### src/pkg/osc_switch_pkg.sv
// Purpose: Shared constants and types for the oscillator switch request block
// Assumes: AXI4-Lite slave with 32-bit data, 8-bit byte addresses
// Notes:   Every offset, field position, reset value and count lives here
package osc_switch_pkg;

  // ----------------------------------------------------------------
  // Register map
  // ----------------------------------------------------------------
  localparam int              ADDR_W          = 8;
  localparam logic [7:0]      REQ_OFS         = 8'h00;
  localparam logic [7:0]      STATUS_OFS      = 8'h04;
  localparam logic [7:0]      STARTUP_OFS     = 8'h08;

  // ----------------------------------------------------------------
  // Field layout and reset values
  // ----------------------------------------------------------------
  localparam int              SRC_LSB         = 4;
  localparam int              SRC_MSB         = 6;
  localparam int              DIV_LSB         = 0;
  localparam int              DIV_MSB         = 3;
  localparam int              STABLE_BIT      = 0;
  localparam int              COUNTING_BIT    = 1;
  localparam logic [2:0]      HF4_SRC_CODE    = 3'h6;
  localparam logic [3:0]      HF4_RESET_DIV   = 4'h2;
  localparam logic [3:0]      OTHER_RESET_DIV = 4'h0;
  localparam logic [7:0]      RESERVED_SRC    = 8'h18;

  // ----------------------------------------------------------------
  // Start-up counting
  // ----------------------------------------------------------------
  localparam int              OST_COUNT       = 1024;
  localparam int              OST_W           = 11;

  // ----------------------------------------------------------------
  // Bus responses and crystal configuration codes
  // ----------------------------------------------------------------
  localparam logic [1:0]      RESP_OKAY       = 2'h0;
  localparam logic [1:0]      RESP_SLVERR     = 2'h2;
  localparam logic [1:0]      XTAL_NONE       = 2'h0;
  localparam logic [1:0]      XTAL_LOW_POWER  = 2'h1;
  localparam logic [1:0]      XTAL_MEDIUM     = 2'h2;
  localparam logic [1:0]      XTAL_HIGH_SPEED = 2'h3;

  typedef enum logic [1:0] {
    ST_COUNT  = 2'b01,
    ST_STABLE = 2'b10
  } ost_state_type;

  typedef struct packed {
    logic              awvalid;
    logic [ADDR_W-1:0] awaddr;
    logic              wvalid;
    logic [31:0]       wdata;
    logic [3:0]        wstrb;
    logic              bready;
    logic              arvalid;
    logic [ADDR_W-1:0] araddr;
    logic              rready;
  } axi_req_type;

  typedef struct packed {
    logic        awready;
    logic        wready;
    logic        bvalid;
    logic [1:0]  bresp;
    logic        arready;
    logic        rvalid;
    logic [31:0] rdata;
    logic [1:0]  rresp;
  } axi_rsp_type;

endpackage

### src/design/osc_switch_ctrl.sv
// Purpose: Clock source switch request, active status and crystal start-up count
// Assumes: Configuration inputs are static while out of reset
// Notes:   One clock domain; the crystal pin is sampled through three flops
//
// Chosen here: the placing of the registers and the AXI4-Lite register port.
`timescale 1ns/1ps

// Functional notes
// - Crystal modes count 1024 crystal cycles before the clock counts as stable.
// - Start-up count runs after power-on, brown-out reset and each wake-up.
// - Non-crystal configurations never wait on the start-up count.
// - Request bits 6..4 hold the software-requested source and PLL combination.
// - Request bits 3..0 hold the requested postscaler division ratio.
// - A reserved source code discards the whole write, both fields unchanged.
// - With switch write enable low the request register is read-only.
// - Requested source resets from the reset source configuration bits.
// - Divider resets to 0010 for source 110, else 0000.
// - Status bits 6..4 show the active source; writes do nothing.
// - Status bits 3..0 show the active divider; writes do nothing.
// - Status reset value equals the request reset value.
// - Status value is the one present once start-up delays finish.
// - Bit 7 of request and status always reads zero.
module osc_switch_ctrl #(
  parameter int         OST_CYCLES   = osc_switch_pkg::OST_COUNT,
  parameter logic [7:0] RESERVED_MAP = osc_switch_pkg::RESERVED_SRC
) (
  input  wire logic                        aclk,
  input  wire logic                        aresetn,
  input  wire osc_switch_pkg::axi_req_type s_axi_req,
  output osc_switch_pkg::axi_rsp_type      s_axi_rsp,
  input  wire logic [2:0]                  reset_source_config,
  input  wire logic                        switch_write_enable,
  input  wire logic [1:0]                  crystal_mode_cfg,
  input  wire logic                        wake_pulse,
  input  wire logic                        crystal_input_pin,
  output logic                             clock_stable,
  output logic [2:0]                       active_source_sel,
  output logic [3:0]                       active_divider_sel
);

  // ----------------------------------------------------------------
  // State
  // ----------------------------------------------------------------
  typedef struct packed {
    logic                        aw_held;
    logic [osc_switch_pkg::ADDR_W-1:0] aw_addr;
    logic                        w_held;
    logic [31:0]                 w_data;
    logic [3:0]                  w_strb;
    logic                        bvalid;
    logic [1:0]                  bresp;
    logic                        rvalid;
    logic [1:0]                  rresp;
    logic [31:0]                 rdata;
    logic [2:0]                  requested_source_sel;
    logic [3:0]                  requested_divider_sel;
    logic [2:0]                  active_source_sel;
    logic [3:0]                  active_divider_sel;
    logic [2:0]                  pin_sync;
    logic                        pin_level;
    logic [osc_switch_pkg::OST_W-1:0] startup_oscillation_counter;
    osc_switch_pkg::ost_state_type ost_state;
  } state_type;

  state_type state_q;
  state_type state_d;

  logic                              crystal_mode;
  logic                              pin_rise;
  logic                              aw_fire;
  logic                              w_fire;
  logic                              ar_fire;
  logic                              wr_fire;
  logic [osc_switch_pkg::ADDR_W-1:0] wr_addr;
  logic [31:0]                       wr_data;
  logic [3:0]                        wr_strb;
  logic [3:0]                        reset_div;
  logic [osc_switch_pkg::OST_W-1:0]  ost_last;

  assign crystal_mode = (crystal_mode_cfg != osc_switch_pkg::XTAL_NONE);
  assign reset_div    = (reset_source_config == osc_switch_pkg::HF4_SRC_CODE) ?
                        osc_switch_pkg::HF4_RESET_DIV : osc_switch_pkg::OTHER_RESET_DIV;
  assign ost_last     = osc_switch_pkg::OST_W'(OST_CYCLES - 1);
  assign pin_rise     = (state_q.pin_sync[1] == state_q.pin_sync[2]) &&
                        state_q.pin_sync[1] && !state_q.pin_level;

  // ----------------------------------------------------------------
  // Bus handshake
  // ----------------------------------------------------------------
  assign s_axi_rsp.awready = !state_q.aw_held && !state_q.bvalid;
  assign s_axi_rsp.wready  = !state_q.w_held && !state_q.bvalid;
  assign s_axi_rsp.bvalid  = state_q.bvalid;
  assign s_axi_rsp.bresp   = state_q.bresp;
  assign s_axi_rsp.arready = !state_q.rvalid;
  assign s_axi_rsp.rvalid  = state_q.rvalid;
  assign s_axi_rsp.rdata   = state_q.rdata;
  assign s_axi_rsp.rresp   = state_q.rresp;

  assign aw_fire = s_axi_req.awvalid && s_axi_rsp.awready;
  assign w_fire  = s_axi_req.wvalid && s_axi_rsp.wready;
  assign ar_fire = s_axi_req.arvalid && s_axi_rsp.arready;
  assign wr_fire = (state_q.aw_held || aw_fire) && (state_q.w_held || w_fire);
  assign wr_addr = state_q.aw_held ? state_q.aw_addr : s_axi_req.awaddr;
  assign wr_data = state_q.w_held ? state_q.w_data : s_axi_req.wdata;
  assign wr_strb = state_q.w_held ? state_q.w_strb : s_axi_req.wstrb;

  assign clock_stable       = (state_q.ost_state == osc_switch_pkg::ST_STABLE);
  assign active_source_sel  = state_q.active_source_sel;
  assign active_divider_sel = state_q.active_divider_sel;

  // ----------------------------------------------------------------
  // Next state
  // ----------------------------------------------------------------
  always_comb begin
    state_d = state_q;
    // Crystal pin filter
    state_d.pin_sync = {state_q.pin_sync[1:0], crystal_input_pin};
    if (state_q.pin_sync[1] == state_q.pin_sync[2]) begin
      state_d.pin_level = state_q.pin_sync[1];
    end
    // Write channel
    if (aw_fire) begin
      state_d.aw_held = 1'b1;
      state_d.aw_addr = s_axi_req.awaddr;
    end
    if (w_fire) begin
      state_d.w_held = 1'b1;
      state_d.w_data = s_axi_req.wdata;
      state_d.w_strb = s_axi_req.wstrb;
    end
    if (state_q.bvalid && s_axi_req.bready) begin
      state_d.bvalid = 1'b0;
    end
    if (wr_fire) begin
      state_d.aw_held = 1'b0;
      state_d.w_held  = 1'b0;
      state_d.bvalid  = 1'b1;
      state_d.bresp   = osc_switch_pkg::RESP_OKAY;
      if (wr_addr == osc_switch_pkg::REQ_OFS) begin
        if (switch_write_enable && wr_strb[0] &&
            !RESERVED_MAP[wr_data[osc_switch_pkg::SRC_MSB:osc_switch_pkg::SRC_LSB]]) begin
          state_d.requested_source_sel  =
            wr_data[osc_switch_pkg::SRC_MSB:osc_switch_pkg::SRC_LSB];
          state_d.requested_divider_sel =
            wr_data[osc_switch_pkg::DIV_MSB:osc_switch_pkg::DIV_LSB];
        end
      end else if (wr_addr == osc_switch_pkg::STATUS_OFS) begin
        state_d.bresp = osc_switch_pkg::RESP_OKAY;
      end else if (wr_addr == osc_switch_pkg::STARTUP_OFS) begin
        state_d.bresp = osc_switch_pkg::RESP_OKAY;
      end else begin
        state_d.bresp = osc_switch_pkg::RESP_SLVERR;
      end
    end
    // Read channel
    if (state_q.rvalid && s_axi_req.rready) begin
      state_d.rvalid = 1'b0;
    end
    if (ar_fire) begin
      state_d.rvalid = 1'b1;
      state_d.rresp  = osc_switch_pkg::RESP_OKAY;
      state_d.rdata  = 32'h0000_0000;
      if (s_axi_req.araddr == osc_switch_pkg::REQ_OFS) begin
        state_d.rdata[6:0] = {state_q.requested_source_sel,
                              state_q.requested_divider_sel};
      end else if (s_axi_req.araddr == osc_switch_pkg::STATUS_OFS) begin
        state_d.rdata[6:0] = {state_q.active_source_sel,
                              state_q.active_divider_sel};
      end else if (s_axi_req.araddr == osc_switch_pkg::STARTUP_OFS) begin
        state_d.rdata[osc_switch_pkg::STABLE_BIT]   = clock_stable;
        state_d.rdata[osc_switch_pkg::COUNTING_BIT] =
          (state_q.ost_state == osc_switch_pkg::ST_COUNT);
      end else begin
        state_d.rresp = osc_switch_pkg::RESP_SLVERR;
      end
    end
    // Start-up count
    case (state_q.ost_state)
      osc_switch_pkg::ST_COUNT: begin
        if (pin_rise) begin
          if (state_q.startup_oscillation_counter == ost_last) begin
            state_d.ost_state = osc_switch_pkg::ST_STABLE;
          end else begin
            state_d.startup_oscillation_counter =
              state_q.startup_oscillation_counter + 1'b1;
          end
        end
      end
      osc_switch_pkg::ST_STABLE: begin
        if (state_q.active_source_sel != state_q.requested_source_sel ||
            state_q.active_divider_sel != state_q.requested_divider_sel) begin
          state_d.active_source_sel  = state_q.requested_source_sel;
          state_d.active_divider_sel = state_q.requested_divider_sel;
        end
      end
      default: begin
        state_d.ost_state = osc_switch_pkg::ST_STABLE;
      end
    endcase
    if (wake_pulse && crystal_mode) begin
      state_d.ost_state                   = osc_switch_pkg::ST_COUNT;
      state_d.startup_oscillation_counter = '0;
    end
  end

  // ----------------------------------------------------------------
  // Registers
  // ----------------------------------------------------------------
  always_ff @(posedge aclk) begin
    if (!aresetn) begin
      state_q                       <= '0;
      state_q.bresp                 <= osc_switch_pkg::RESP_OKAY;
      state_q.rresp                 <= osc_switch_pkg::RESP_OKAY;
      state_q.requested_source_sel  <= reset_source_config;
      state_q.requested_divider_sel <= reset_div;
      state_q.active_source_sel     <= reset_source_config;
      state_q.active_divider_sel    <= reset_div;
      state_q.ost_state             <= crystal_mode ? osc_switch_pkg::ST_COUNT :
                                       osc_switch_pkg::ST_STABLE;
    end else begin
      state_q <= state_d;
    end
  end
endmodule

### config.mk
export PLATFORM = sky130hd
export DESIGN_NAME = osc_switch_ctrl
export DESIGN_NICKNAME = d
export VERILOG_FILES = /design/src/pkg/osc_switch_pkg.sv /design/src/design/osc_switch_ctrl.sv
export SDC_FILE = /design/constraint.sdc
export NUM_CORES = 1
export LEC_CHECK = 0
export BUFFER_PORTS_ARGS = -buffer_cell sky130_fd_sc_hd__clkbuf_2
export CORE_MARGIN = 5
export CORE_UTILIZATION = 50
export DETAILED_ROUTE_END_ITERATION = 12
export PLACE_DENSITY = 0.81
export SETUP_SLACK_MARGIN = 0.2
export SLEW_MARGIN = 15
export SYNTH_ARGS = -nofsm -noshare
export SYNTH_HDL_FRONTEND = slang
export SYNTH_SLANG_ARGS = --single-unit
### constraint.sdc
create_clock -name aclk -period 2.77 [get_ports aclk]
set_clock_uncertainty 0.2 [all_clocks]
set_input_delay 0.4155 -clock aclk [delete_from_list [all_inputs] [get_ports aclk]]
set_output_delay 0.4155 -clock aclk [all_outputs]
set_load 0.005 [all_outputs]
==> impl_metrics.env <==
export IMPL_multiInputGateArea_um2=1500
export IMPL_final_cell_mix="clkbuf_2, nand2_1, dfxtp_1"
export IMPL_relSlewSlack_pct=50.3
export IMPL_max_cap_violations=0
export IMPL_io_pins=116
export IMPL_r2r_slack_ns=0.38
export IMPL_final_hold_violation_count=0
export IMPL_antenna_found_initial=0
export IMPL_hp_class="in -> reg"
export IMPL_finalSetupViolations=0
export IMPL_vias_per_cell=5.11
export IMPL_rsz0062_at_grt="no"
export IMPL_clockRootBuffer="clkbuf_8"
export IMPL_run_status="complete, no violations"
export IMPL_cp_startpoint="state_q[114]"
export IMPL_avgSynthCellArea_um2=9.28
export IMPL_slew_viol_final=0
export IMPL_synthFlopType="dfxtp_1"
export IMPL_area_growth_synth_to_final_pct=12.1
export IMPL_fillCellCount=577
export IMPL_port_buffers=60
export IMPL_fin_ws_ns=0.384
export IMPL_drive_gt1_share_pct=24.2
export IMPL_hpwlAfterDp_um=4590
export IMPL_die_width_um=89.8
export IMPL_place_congestion=0.804
export IMPL_layout_commonest_cell="clkbuf_2"
export IMPL_cts_setup_buffers=0
export IMPL_path_max_fanout=12
export IMPL_final_area_um2=3570
export IMPL_async_flop_share_pct=0
export IMPL_p_leak_uw=0.00147
export IMPL_post_cts_resize_count=0
export IMPL_die_h_um=89.8
export IMPL_wl_um=6080
export IMPL_arrival_ns=2.24
export IMPL_cts_sinks=60
export IMPL_holdBufCountCts=0
export IMPL_netlist_area_um2=3180
export IMPL_ys_types=50
export IMPL_min_from="crystal_input_pin"
export IMPL_yosysWarnings=0
export IMPL_syn_inst=343
export IMPL_coreArea_um2=6280
export IMPL_cts_htree_levels=3
export IMPL_r2r_start="state_q[114]"
export IMPL_drt_antenna_violating_nets=0
export IMPL_required_ns=2.62
export IMPL_drc=0
export IMPL_finalSetupTns_ns=0
export IMPL_critPathMaxStageDelay_ns=0.55
export IMPL_grt_total_usage_pct=15.3
export IMPL_powerDensity_nw_per_um2=634
export IMPL_clock_path_buffers=2
export IMPL_ys_ff_latch=60
export IMPL_drtIter0Drc=93
export IMPL_cts_buffers=9
export IMPL_initial_core_util_pct=50.7
export IMPL_grt_pass1_wl_um=10200
export IMPL_tightestPinTransition_ns=0.745
export IMPL_placement_rows=29
export IMPL_cp_end_kind="flop"
export IMPL_timing_final_crit_share_pct=86.1
export IMPL_placed_cell_area_um2=3310
export IMPL_synth_edff_count=16
export IMPL_ys_seq_area_share_pct=42.8
export IMPL_tritoncts="built"
export IMPL_wl_per_cell_um=13.0
export IMPL_antenna_cells=0
export IMPL_cts_clk_slew_worst_paths_ns=0.07
export IMPL_grt_max_degree=44
export IMPL_path_class="reg -> reg"
export IMPL_clk_latency_ns=0.34
export IMPL_finalCriticalPeriod_ns=2.39
export IMPL_grt_overflow_total=0
export IMPL_nets=456
export IMPL_num_vias=2396
export IMPL_die_area_um2=8060
export IMPL_place_ws_ns=0.378
export IMPL_drtPass1Iterations=4
export IMPL_startpoint_type="flop"
export IMPL_fmax_mhz=419
export IMPL_final_seq_area_um2=1360
export IMPL_cp_slowest_cell="dfxtp_1"
export IMPL_power_ir_vdd_worst_v=0.000453
export IMPL_crit_chain="or4b_1 -> o22ai_1 -> o211ai_1 -> o41ai_2 -> buf_4"
export IMPL_grt_pass1_vias=2313
cells by family after synthesis:
family / Yosys count / synth area share [%]
buf+inv: 62 / 13.2
flops: 60 / 42.8
xor+xnor: 10 / 2.75
mux: 18 / 6.05
other cells: 1 / 0.118
simple gates: 128 / 20.8
fa+ha+maj: 2 / 0.786
compound gates: 62 / 13.5
synth_stat cells (8+ instances only):
library cell   n  area (µm²)
edfxtp_1      16         480
mux2i_1        8        80.1
nand2_1       49         184
buf_4         45         338
and2_1        10        62.6
nor2_1        15        56.3
o21ai_0        9        45.0
mux2_2        10         113
clkbuf_1       8        30.0
a21boi_1      10        75.1
nor2b_1       12        75.1
a21oi_1       11        55.1
a21boi_0       8        60.1
dfxtp_1       44         881
final cells by class:
type | instances | share of cell area [%]
tap | 77 | 2.70
timing repair buffer | 65 | 9.46
sequential | 60 | 38.1
multi-input combinational | 247 | 42.0
inverter | 4 | 0.421
clock buffer | 13 | 4.77
clock inverter | 3 | 2.52
through the flow:
stage | hold slack, ns | utilization (%) | std cells | power, µW
3_5_place_dp | 0.227 | 52.7 | 453 | 1290
6_report | 0.0889 | 56.9 | 469 | 2260
2_1_floorplan | 0.212 | - | 369 | 1230
4_1_cts | 0.0764 | 56.9 | 469 | 2290
5_1_grt | 0.0830 | 56.9 | 469 | 2380
3_3_place_gp | 0.222 | 52.7 | 453 | 1280
flip-flops by register name, indices dropped and copies added (netlist names):
register and cells:
state_q 40, state_d 2, s_axi_rsp 11, active_divider_sel 4, active_source_sel 3
path summary, 6_finish.rpt:
kind                  endpoint  cells after the start
hold reg to reg   s_axi_rsp[2]                      2
setup / recovery   state_q[25]                      5
setup reg to reg   state_q[25]                      5
hold / removal     state_d[15]                      2
report_power, final:
group / internal, µW / switching, µW
Combinational: 123 / 140
Clock: 678 / 319
Sequential: 959 / 45.3
Total: 1760 / 505
layer usage:
layer  GRT usage [%]  vias to the layer above  wire length (µm)
met1            17.6                     1096              2520
li1                -                     1212                 -
met4            5.67                        0                95
met3            6.59                       11               450
met5               0                        -                 0
met2            25.3                       77              3020
critical path: cells and delay by family, from the launching register on:
family / cells / cell delay (ns)
buffers and inverters: 1 / 0.20
and+or+nand+nor: 1 / 0.47
AOI/OAI and AO/OA: 3 / 0.67
DFF: 1 / 0.55
Power figures use the tool's default switching activity.
